[src/hw/fptr_pkg.sv]
// Constants, address map and byte image of the flash parameter table store
// What this block does
// - Latency table offsets 27h to 2Bh read FFh, last row fields unsupported.
// - Padding parameter reads ID F0h, length 0Fh, then FFh through offset 10h.
// - Discovery parameter reads ID A5h, length 50h, payload from offset 02h.
// - Offset 02h is basic parameter 00h, also readable at space address 1120h.
// - First basic byte reads E7h with fixed status, buffer and erase fields.
// - Second basic byte at offset 03h reads FFh, no 4-kB erase opcode.
// - Third basic byte reads EAh: quad reads, DDR, address code 01b.
// - Offset 05h reads FFh; 06h to 09h read FFh FFh FFh 3Fh density.
// - Latency rows open with frequency limit byte, then code, then cycle counts.
package fptr_pkg;

    typedef enum logic [1:0] {
        FPTR_SPACE_LAT = 2'b00,
        FPTR_SPACE_PAD = 2'b01,
        FPTR_SPACE_JEDEC = 2'b10,
        FPTR_SPACE_SFDP = 2'b11
    } fptr_space_t;

    localparam int FPTR_DEPTH = 32;
    localparam int FPTR_IDX_W = 6;

    // ==========================================================
    // Offsets
    localparam logic [7:0] FPTR_LAT_FIRST = 8'h27;
    localparam logic [7:0] FPTR_LAT_LAST = 8'h2b;
    localparam logic [7:0] FPTR_LAT_ROW_BASE = 8'h04;
    localparam logic [2:0] FPTR_LAT_FIELD_FREQ = 3'h0;
    localparam logic [2:0] FPTR_LAT_FIELD_CODE = 3'h1;
    localparam logic [7:0] FPTR_OFF_ID = 8'h00;
    localparam logic [7:0] FPTR_OFF_LEN = 8'h01;
    localparam logic [7:0] FPTR_OFF_FILL = 8'h02;
    localparam logic [7:0] FPTR_OFF_BASIC0 = 8'h02;
    localparam logic [7:0] FPTR_OFF_BASIC1 = 8'h03;
    localparam logic [7:0] FPTR_OFF_BASIC2 = 8'h04;
    localparam logic [7:0] FPTR_OFF_DENS_HI = 8'h09;
    localparam logic [7:0] FPTR_JEDEC_LAST = 8'h09;
    localparam logic [15:0] FPTR_SFDP_BASE = 16'h1120;
    localparam logic [15:0] FPTR_SFDP_SPAN = 16'h0007;

    // ==========================================================
    // Byte values
    localparam logic [7:0] FPTR_UNSUP = 8'hff;
    localparam logic [7:0] FPTR_PAD_ID = 8'hf0;
    localparam logic [7:0] FPTR_PAD_LEN = 8'h0f;
    // Last padding byte sits at length location plus length
    localparam logic [7:0] FPTR_PAD_LAST = FPTR_OFF_LEN + FPTR_PAD_LEN;
    localparam logic [7:0] FPTR_SFDP_ID = 8'ha5;
    localparam logic [7:0] FPTR_SFDP_LEN = 8'h50;
    localparam logic [7:0] FPTR_DW1_B0 = 8'he7;
    localparam logic [7:0] FPTR_DW1_B2 = 8'hea;
    localparam logic [7:0] FPTR_DENS_HI = 8'h3f;

    // ==========================================================
    // Image index bases
    localparam logic [5:0] FPTR_IDX_LAT = 6'h00;
    localparam logic [5:0] FPTR_IDX_PAD = 6'h05;
    localparam logic [5:0] FPTR_IDX_JEDEC = 6'h16;
    localparam logic [5:0] FPTR_IDX_MISS = 6'h20;

    localparam logic [7:0] FPTR_IMAGE [0:FPTR_DEPTH-1] = '{
        FPTR_UNSUP, FPTR_UNSUP, FPTR_UNSUP, FPTR_UNSUP, FPTR_UNSUP,
        FPTR_PAD_ID, FPTR_PAD_LEN,
        FPTR_UNSUP, FPTR_UNSUP, FPTR_UNSUP, FPTR_UNSUP, FPTR_UNSUP,
        FPTR_UNSUP, FPTR_UNSUP, FPTR_UNSUP, FPTR_UNSUP, FPTR_UNSUP,
        FPTR_UNSUP, FPTR_UNSUP, FPTR_UNSUP, FPTR_UNSUP, FPTR_UNSUP,
        FPTR_SFDP_ID, FPTR_SFDP_LEN, FPTR_DW1_B0, FPTR_UNSUP, FPTR_DW1_B2,
        FPTR_UNSUP, FPTR_UNSUP, FPTR_UNSUP, FPTR_UNSUP, FPTR_DENS_HI
    };

endpackage

[src/hw/fptr_rom.sv]
// Constant byte image with registered read data
module fptr_rom (
    input wire logic clock,
    input wire logic reset_n,
    input wire logic rd_en,
    input wire logic [fptr_pkg::FPTR_IDX_W-1:0] rd_idx,
    output logic [7:0] rd_data
);
    import fptr_pkg::*;

    logic [7:0] rd_data_reg;
    logic [7:0] rd_data_next;
    logic idx_in_range;

    assign idx_in_range = (rd_idx < FPTR_IDX_MISS);
    // Out of range index reads as unsupported
    assign rd_data_next = idx_in_range ? FPTR_IMAGE[rd_idx[4:0]] : FPTR_UNSUP;

    always_ff @(posedge clock or negedge reset_n) begin
        if (!reset_n) begin
            rd_data_reg <= FPTR_UNSUP;
        end else if (rd_en) begin
            rd_data_reg <= rd_data_next;
        end
    end

    assign rd_data = rd_data_reg;
endmodule

[src/hw/fptr_top.sv]
// Flash parameter table store: address decode, response and checks
module fptr_top (
    input wire logic clock,
    input wire logic reset_n,
    input wire logic req_valid,
    input wire fptr_pkg::fptr_space_t req_space,
    input wire logic [15:0] req_addr,
    output logic rsp_valid,
    output logic rsp_hit,
    output logic [7:0] rsp_data
);
    import fptr_pkg::*;

    // ==========================================================
    // Address decode
    logic [7:0] off8;
    logic hi_zero;
    logic [7:0] lat_rel;
    logic [7:0] lat_row_rel;
    logic [2:0] lat_field;
    logic [15:0] sfdp_delta;
    logic lat_hit;
    logic pad_hit;
    logic jed_hit;
    logic sfdp_hit;
    logic any_hit;
    logic [5:0] lat_idx;
    logic [5:0] pad_idx;
    logic [5:0] jed_idx;
    logic [5:0] sfdp_idx;
    logic [5:0] rom_idx;

    assign off8 = req_addr[7:0];
    assign hi_zero = (req_addr[15:8] == 8'h00);
    assign lat_rel = off8 - FPTR_LAT_FIRST;
    // Row position: frequency limit at field 0, code at field 1, cycle counts after
    assign lat_row_rel = off8 - FPTR_LAT_ROW_BASE;
    assign lat_field = lat_row_rel[2:0];
    assign lat_hit = (req_space == FPTR_SPACE_LAT) && hi_zero && (off8 >= FPTR_LAT_FIRST)
                     && (off8 <= FPTR_LAT_LAST) && (lat_field != FPTR_LAT_FIELD_FREQ)
                     && (lat_field != FPTR_LAT_FIELD_CODE);
    assign pad_hit = (req_space == FPTR_SPACE_PAD) && hi_zero && (off8 <= FPTR_PAD_LAST);
    assign jed_hit = (req_space == FPTR_SPACE_JEDEC) && hi_zero && (off8 <= FPTR_JEDEC_LAST);
    assign sfdp_delta = req_addr - FPTR_SFDP_BASE;
    assign sfdp_hit = (req_space == FPTR_SPACE_SFDP) && (req_addr >= FPTR_SFDP_BASE)
                      && (sfdp_delta <= FPTR_SFDP_SPAN);
    assign any_hit = lat_hit || pad_hit || jed_hit || sfdp_hit;

    assign lat_idx = FPTR_IDX_LAT + lat_rel[5:0];
    assign pad_idx = FPTR_IDX_PAD + off8[5:0];
    assign jed_idx = FPTR_IDX_JEDEC + off8[5:0];
    // Space address 1120h lands on parameter offset 02h
    assign sfdp_idx = FPTR_IDX_JEDEC + FPTR_OFF_BASIC0[5:0] + sfdp_delta[5:0];

    assign rom_idx = lat_hit ? lat_idx :
                     pad_hit ? pad_idx :
                     jed_hit ? jed_idx :
                     sfdp_hit ? sfdp_idx : FPTR_IDX_MISS;

    // ==========================================================
    // Image and response
    logic rsp_valid_reg;
    logic rsp_hit_reg;

    fptr_rom u_rom (
        .clock(clock),
        .reset_n(reset_n),
        .rd_en(req_valid),
        .rd_idx(rom_idx),
        .rd_data(rsp_data)
    );

    always_ff @(posedge clock or negedge reset_n) begin
        if (!reset_n) begin
            rsp_valid_reg <= 1'b0;
            rsp_hit_reg <= 1'b0;
        end else begin
            rsp_valid_reg <= req_valid;
            rsp_hit_reg <= req_valid && any_hit;
        end
    end

    assign rsp_valid = rsp_valid_reg;
    assign rsp_hit = rsp_hit_reg;
endmodule

[config.mk]
export PLATFORM = sky130hd
export DESIGN_NAME = fptr_top
export DESIGN_NICKNAME = d
export VERILOG_FILES = /design/src/hw/fptr_pkg.sv /design/src/hw/fptr_rom.sv /design/src/hw/fptr_top.sv
export SDC_FILE = /design/constraint.sdc
export NUM_CORES = 1
export LEC_CHECK = 0
export ABC_CLOCK_PERIOD_IN_PS = 2400
export BUFFER_PORTS_ARGS = -buffer_cell sky130_fd_sc_hd__buf_2
export CAP_MARGIN = 10
export CORE_ASPECT_RATIO = 1.1
export CORE_UTILIZATION = 50
export CTS_BUF_LIST = sky130_fd_sc_hd__clkbuf_16
export DETAILED_ROUTE_END_ITERATION = 6
export HOLD_SLACK_MARGIN = 0.03
export PLACE_DENSITY = 0.75
export SLEW_MARGIN = 10
export SYNTH_ARGS = -nofsm -noshare
export SYNTH_HDL_FRONTEND = slang
export SYNTH_SLANG_ARGS = --single-unit
[constraint.sdc]
create_clock -name clock -period 2.4 [get_ports clock]
set_clock_uncertainty 0.15 [all_clocks]
set_input_delay 0.24 -clock clock [delete_from_list [all_inputs] [get_ports clock]]
set_output_delay 0.24 -clock clock [all_outputs]
set_load 0.05 [all_outputs]
==> run metrics <==
Residual DRC=0; root buf cell=clkbuf_16; Reg clk slew, reported paths=about 0.04 ns; I/O pin cnt=31; status=finished, violations left; gr ovfl total=0; die area=0.00296 mm²; via count=1,817; Final Hold Fails=0; Pwr Density=between 200 and 300 mW/mm²; crit-path max FO=6; WL final=about 6000 µm; Clock Path Buffers=2; nets@finish=276; first-pass GRT wire length=8650 µm; GRT Overall Usage=39.4%; share of cells above drive strength 1=around 55%; Fmax=~390 MHz; Critical Path End Type=register; Final HPWL DP=3480 µm; drt pass-1 iters=6; CTS Sinks=9; most frequent cells in the layout=52 x buf_4, 29 x buf_2, 14 x nor2_1; failing checks=setup timing; Clk Latency, worst-skew pair=0.24 ns; vias in the first global route=between 1,500 and 2,000; kind of critical path=in2reg; WL per Instance=between 20 and 25 µm; Worst EP arrival=around 2.6 ns; Top FF cell, synth=dfstp_2; post-route insts no fill=273; final core utilization=between 80% and 90%; Placer Congestion=a little over 0.9; Placement Setup Slack=-0.447 ns; Slew Limit Fails=0; First DRT Iteration DRCs=about 120; worst vdd ir=between 0.4 and 0.5 mV; post-route ant nets=0; top post-synthesis cells by area=dfstp_2 13%, ha_1 11%, nor2_1 4.6%, a2111oi_4 4.0%, dfrtp_1 3.6%; RSZ-0062 raised after global routing=true; Cell Chain, Critical Path=buf_6 -> or4_4 -> or4_4 -> buf_6 -> a2111oi_4 -> nor2_2 -> a2bb2oi_4 -> nor3b_4 -> a31oi_1; initial antenna violation count=0; P&R area growth vs syn=60.3%; post-synthesis cell type count=57; max cap viols=0; critical path required time=2.39 ns; max_slew headroom=69.3%; syn_area_per_cell=approximately 8.6 µm²; placed cells=roughly 260; Syn Nets=between 150 and 200; worst slew pin tran=0.458 ns; number of diodes=0; Die X-Extent=52.0 µm; core area=0.00254 mm²; IO Port Bufs=30; leak pwr=~0.92 nW; Syn Std Cell Area=roughly 0.0014 mm²; initial core utilization=54.0%; Yosys top cell area share=13.4%; Yosys warning count=0; largest net degree at the start of global routing=12; startpoint types=primary input; crit path time final=2.56 ns; Setup WS post-layout=-0.158 ns; Final setup viols=7; CTS buffer count=3; num rows=19; EDFF count, synth=0; cell taking the most area after synthesis=dfstp_2; Vias/cell=roughly 6.7; Seq/Total Area, Yosys=approximately 17%; max reg flops=7; asr flop ratio synth=100%; Syn Inst Count=around 160; Period Utilization, post-route=107%; Die Y=~57 µm; H-tree depth=1; CP max-delay cell=or4_4; CP peak stage delay=around 0.57 ns; commonest non-fill, non-tap cell in the layout=buf_4; Seq cells post-synth=9; CTS tree=yes; HP Class=in2reg
## worst paths after layout
path | start | endpoint | slack [ns] | cells past startpoint
min in group asynchronous | reset_n | rsp_hit | 0.27 | 2
hold reg to reg | u_rom.rd_data[4] | u_rom.rd_data[4] | 0.37 | 2
setup / recovery | req_addr[11] | u_rom.rd_data[5] | -0.16 | 9
setup reg to reg | u_rom.rd_data[5] | u_rom.rd_data[5] | 1.40 | 2
hold / removal | req_valid | rsp_valid | 0.12 | 1
max in group asynchronous | reset_n | u_rom.rd_data[7] | 1.58 | 2
## power breakdown
| group | internal [W] | switching, W | total, W |
|---|---|---|---|
| sequential | 0.000154 | 0.000000133 | 0.000154 |
| clock | 0.000218 | 0.0000751 | 0.000293 |
| combinational | 0.0000881 | 0.000115 | 0.000203 |
## through the flow
stage          cell area [µm²]  total power (W)  TNS, ns  hold slack, ns
6_report                  2200         0.000650   -0.840           0.118
5_1_grt                   2200         0.000664    -1.26           0.121
4_1_cts                   2170         0.000631   -0.328           0.103
3_5_place_dp              1980         0.000331    -2.84         -0.0493
3_3_place_gp              1980         0.000324    -2.49         -0.0650
2_1_floorplan             1480         0.000244   -0.951          -0.206
## worst max-delay path, delay by kind of cell
kind                   cells  cell delay [ns]
and+or+nand+nor            4             1.47
AOI/OAI and AO/OA          3             0.58
buffers and inverters      2             0.25
## cell type report
type                    instances  area, µm²
inverters                      10       42.5
multi-input cells             135       1240
flip-flops and latches          9        234
clock inverters                 1       3.75
repair buffers                 84        568
well taps                      31       38.8
clock buffers                   3       75.1
fillers                       135        342
## per-layer routing
| metal | vias up | GRT usage (%) | part of all wire, % |
|---|---|---|---|
| met3 | 53 | 11.2 | 9.5 |
| met4 | 0 | 19.7 | 6.8 |
| li1 | 780 | - | - |
| met1 | 839 | 44.3 | 35 |
| met5 | - | 0 | 0 |
| met2 | 145 | 66.7 | 48 |
## what timing repair did
action | in CTS | in global routing
setup endpoints to repair | 7 | 7
buffers inserted | 4 | 1
hold buffers | 1 | 0
gates resized for setup | 11 | 6
hold endpoints to repair | 9 | 0
pin swaps | 13 | 3
## cells in the mapped netlist (2+ instances only)
cell type  number
a2111oi_0       2
a2111oi_4       2
a211oi_1        3
a21o_1          2
a21oi_1         7
a31oi_1         2
a41o_1          3
and2_1          3
and4_1          3
buf_4           2
clkbuf_1        3
dfrtp_1         2
dfstp_2         7
ha_1           12
inv_1          10
nand2_1         9
nand2b_1        3
nand3_1         7
nand4_1         2
nor2_1         17
nor2b_1         3
nor3_1          2
nor4_1          3
o211ai_1        5
o21ai_0         4
or2_2           2
or3_1           5
or3_4           2
or4_4           2
xnor2_1         2
xor2_1          2
## cells by family (layout without fill, tap and decap cells)
family          Yosys count  after routing  synth area share, %
compound gates           46             46                 31.9
buf+inv                  15             98                 4.64
simple gates             72             72                 32.1
xor+xnor                  4              4                 2.55
mux                       1              1                0.820
fa+ha+maj                12             12                 10.9
flops                     9              9                 17.0
(Power assumes the default switching activity.)
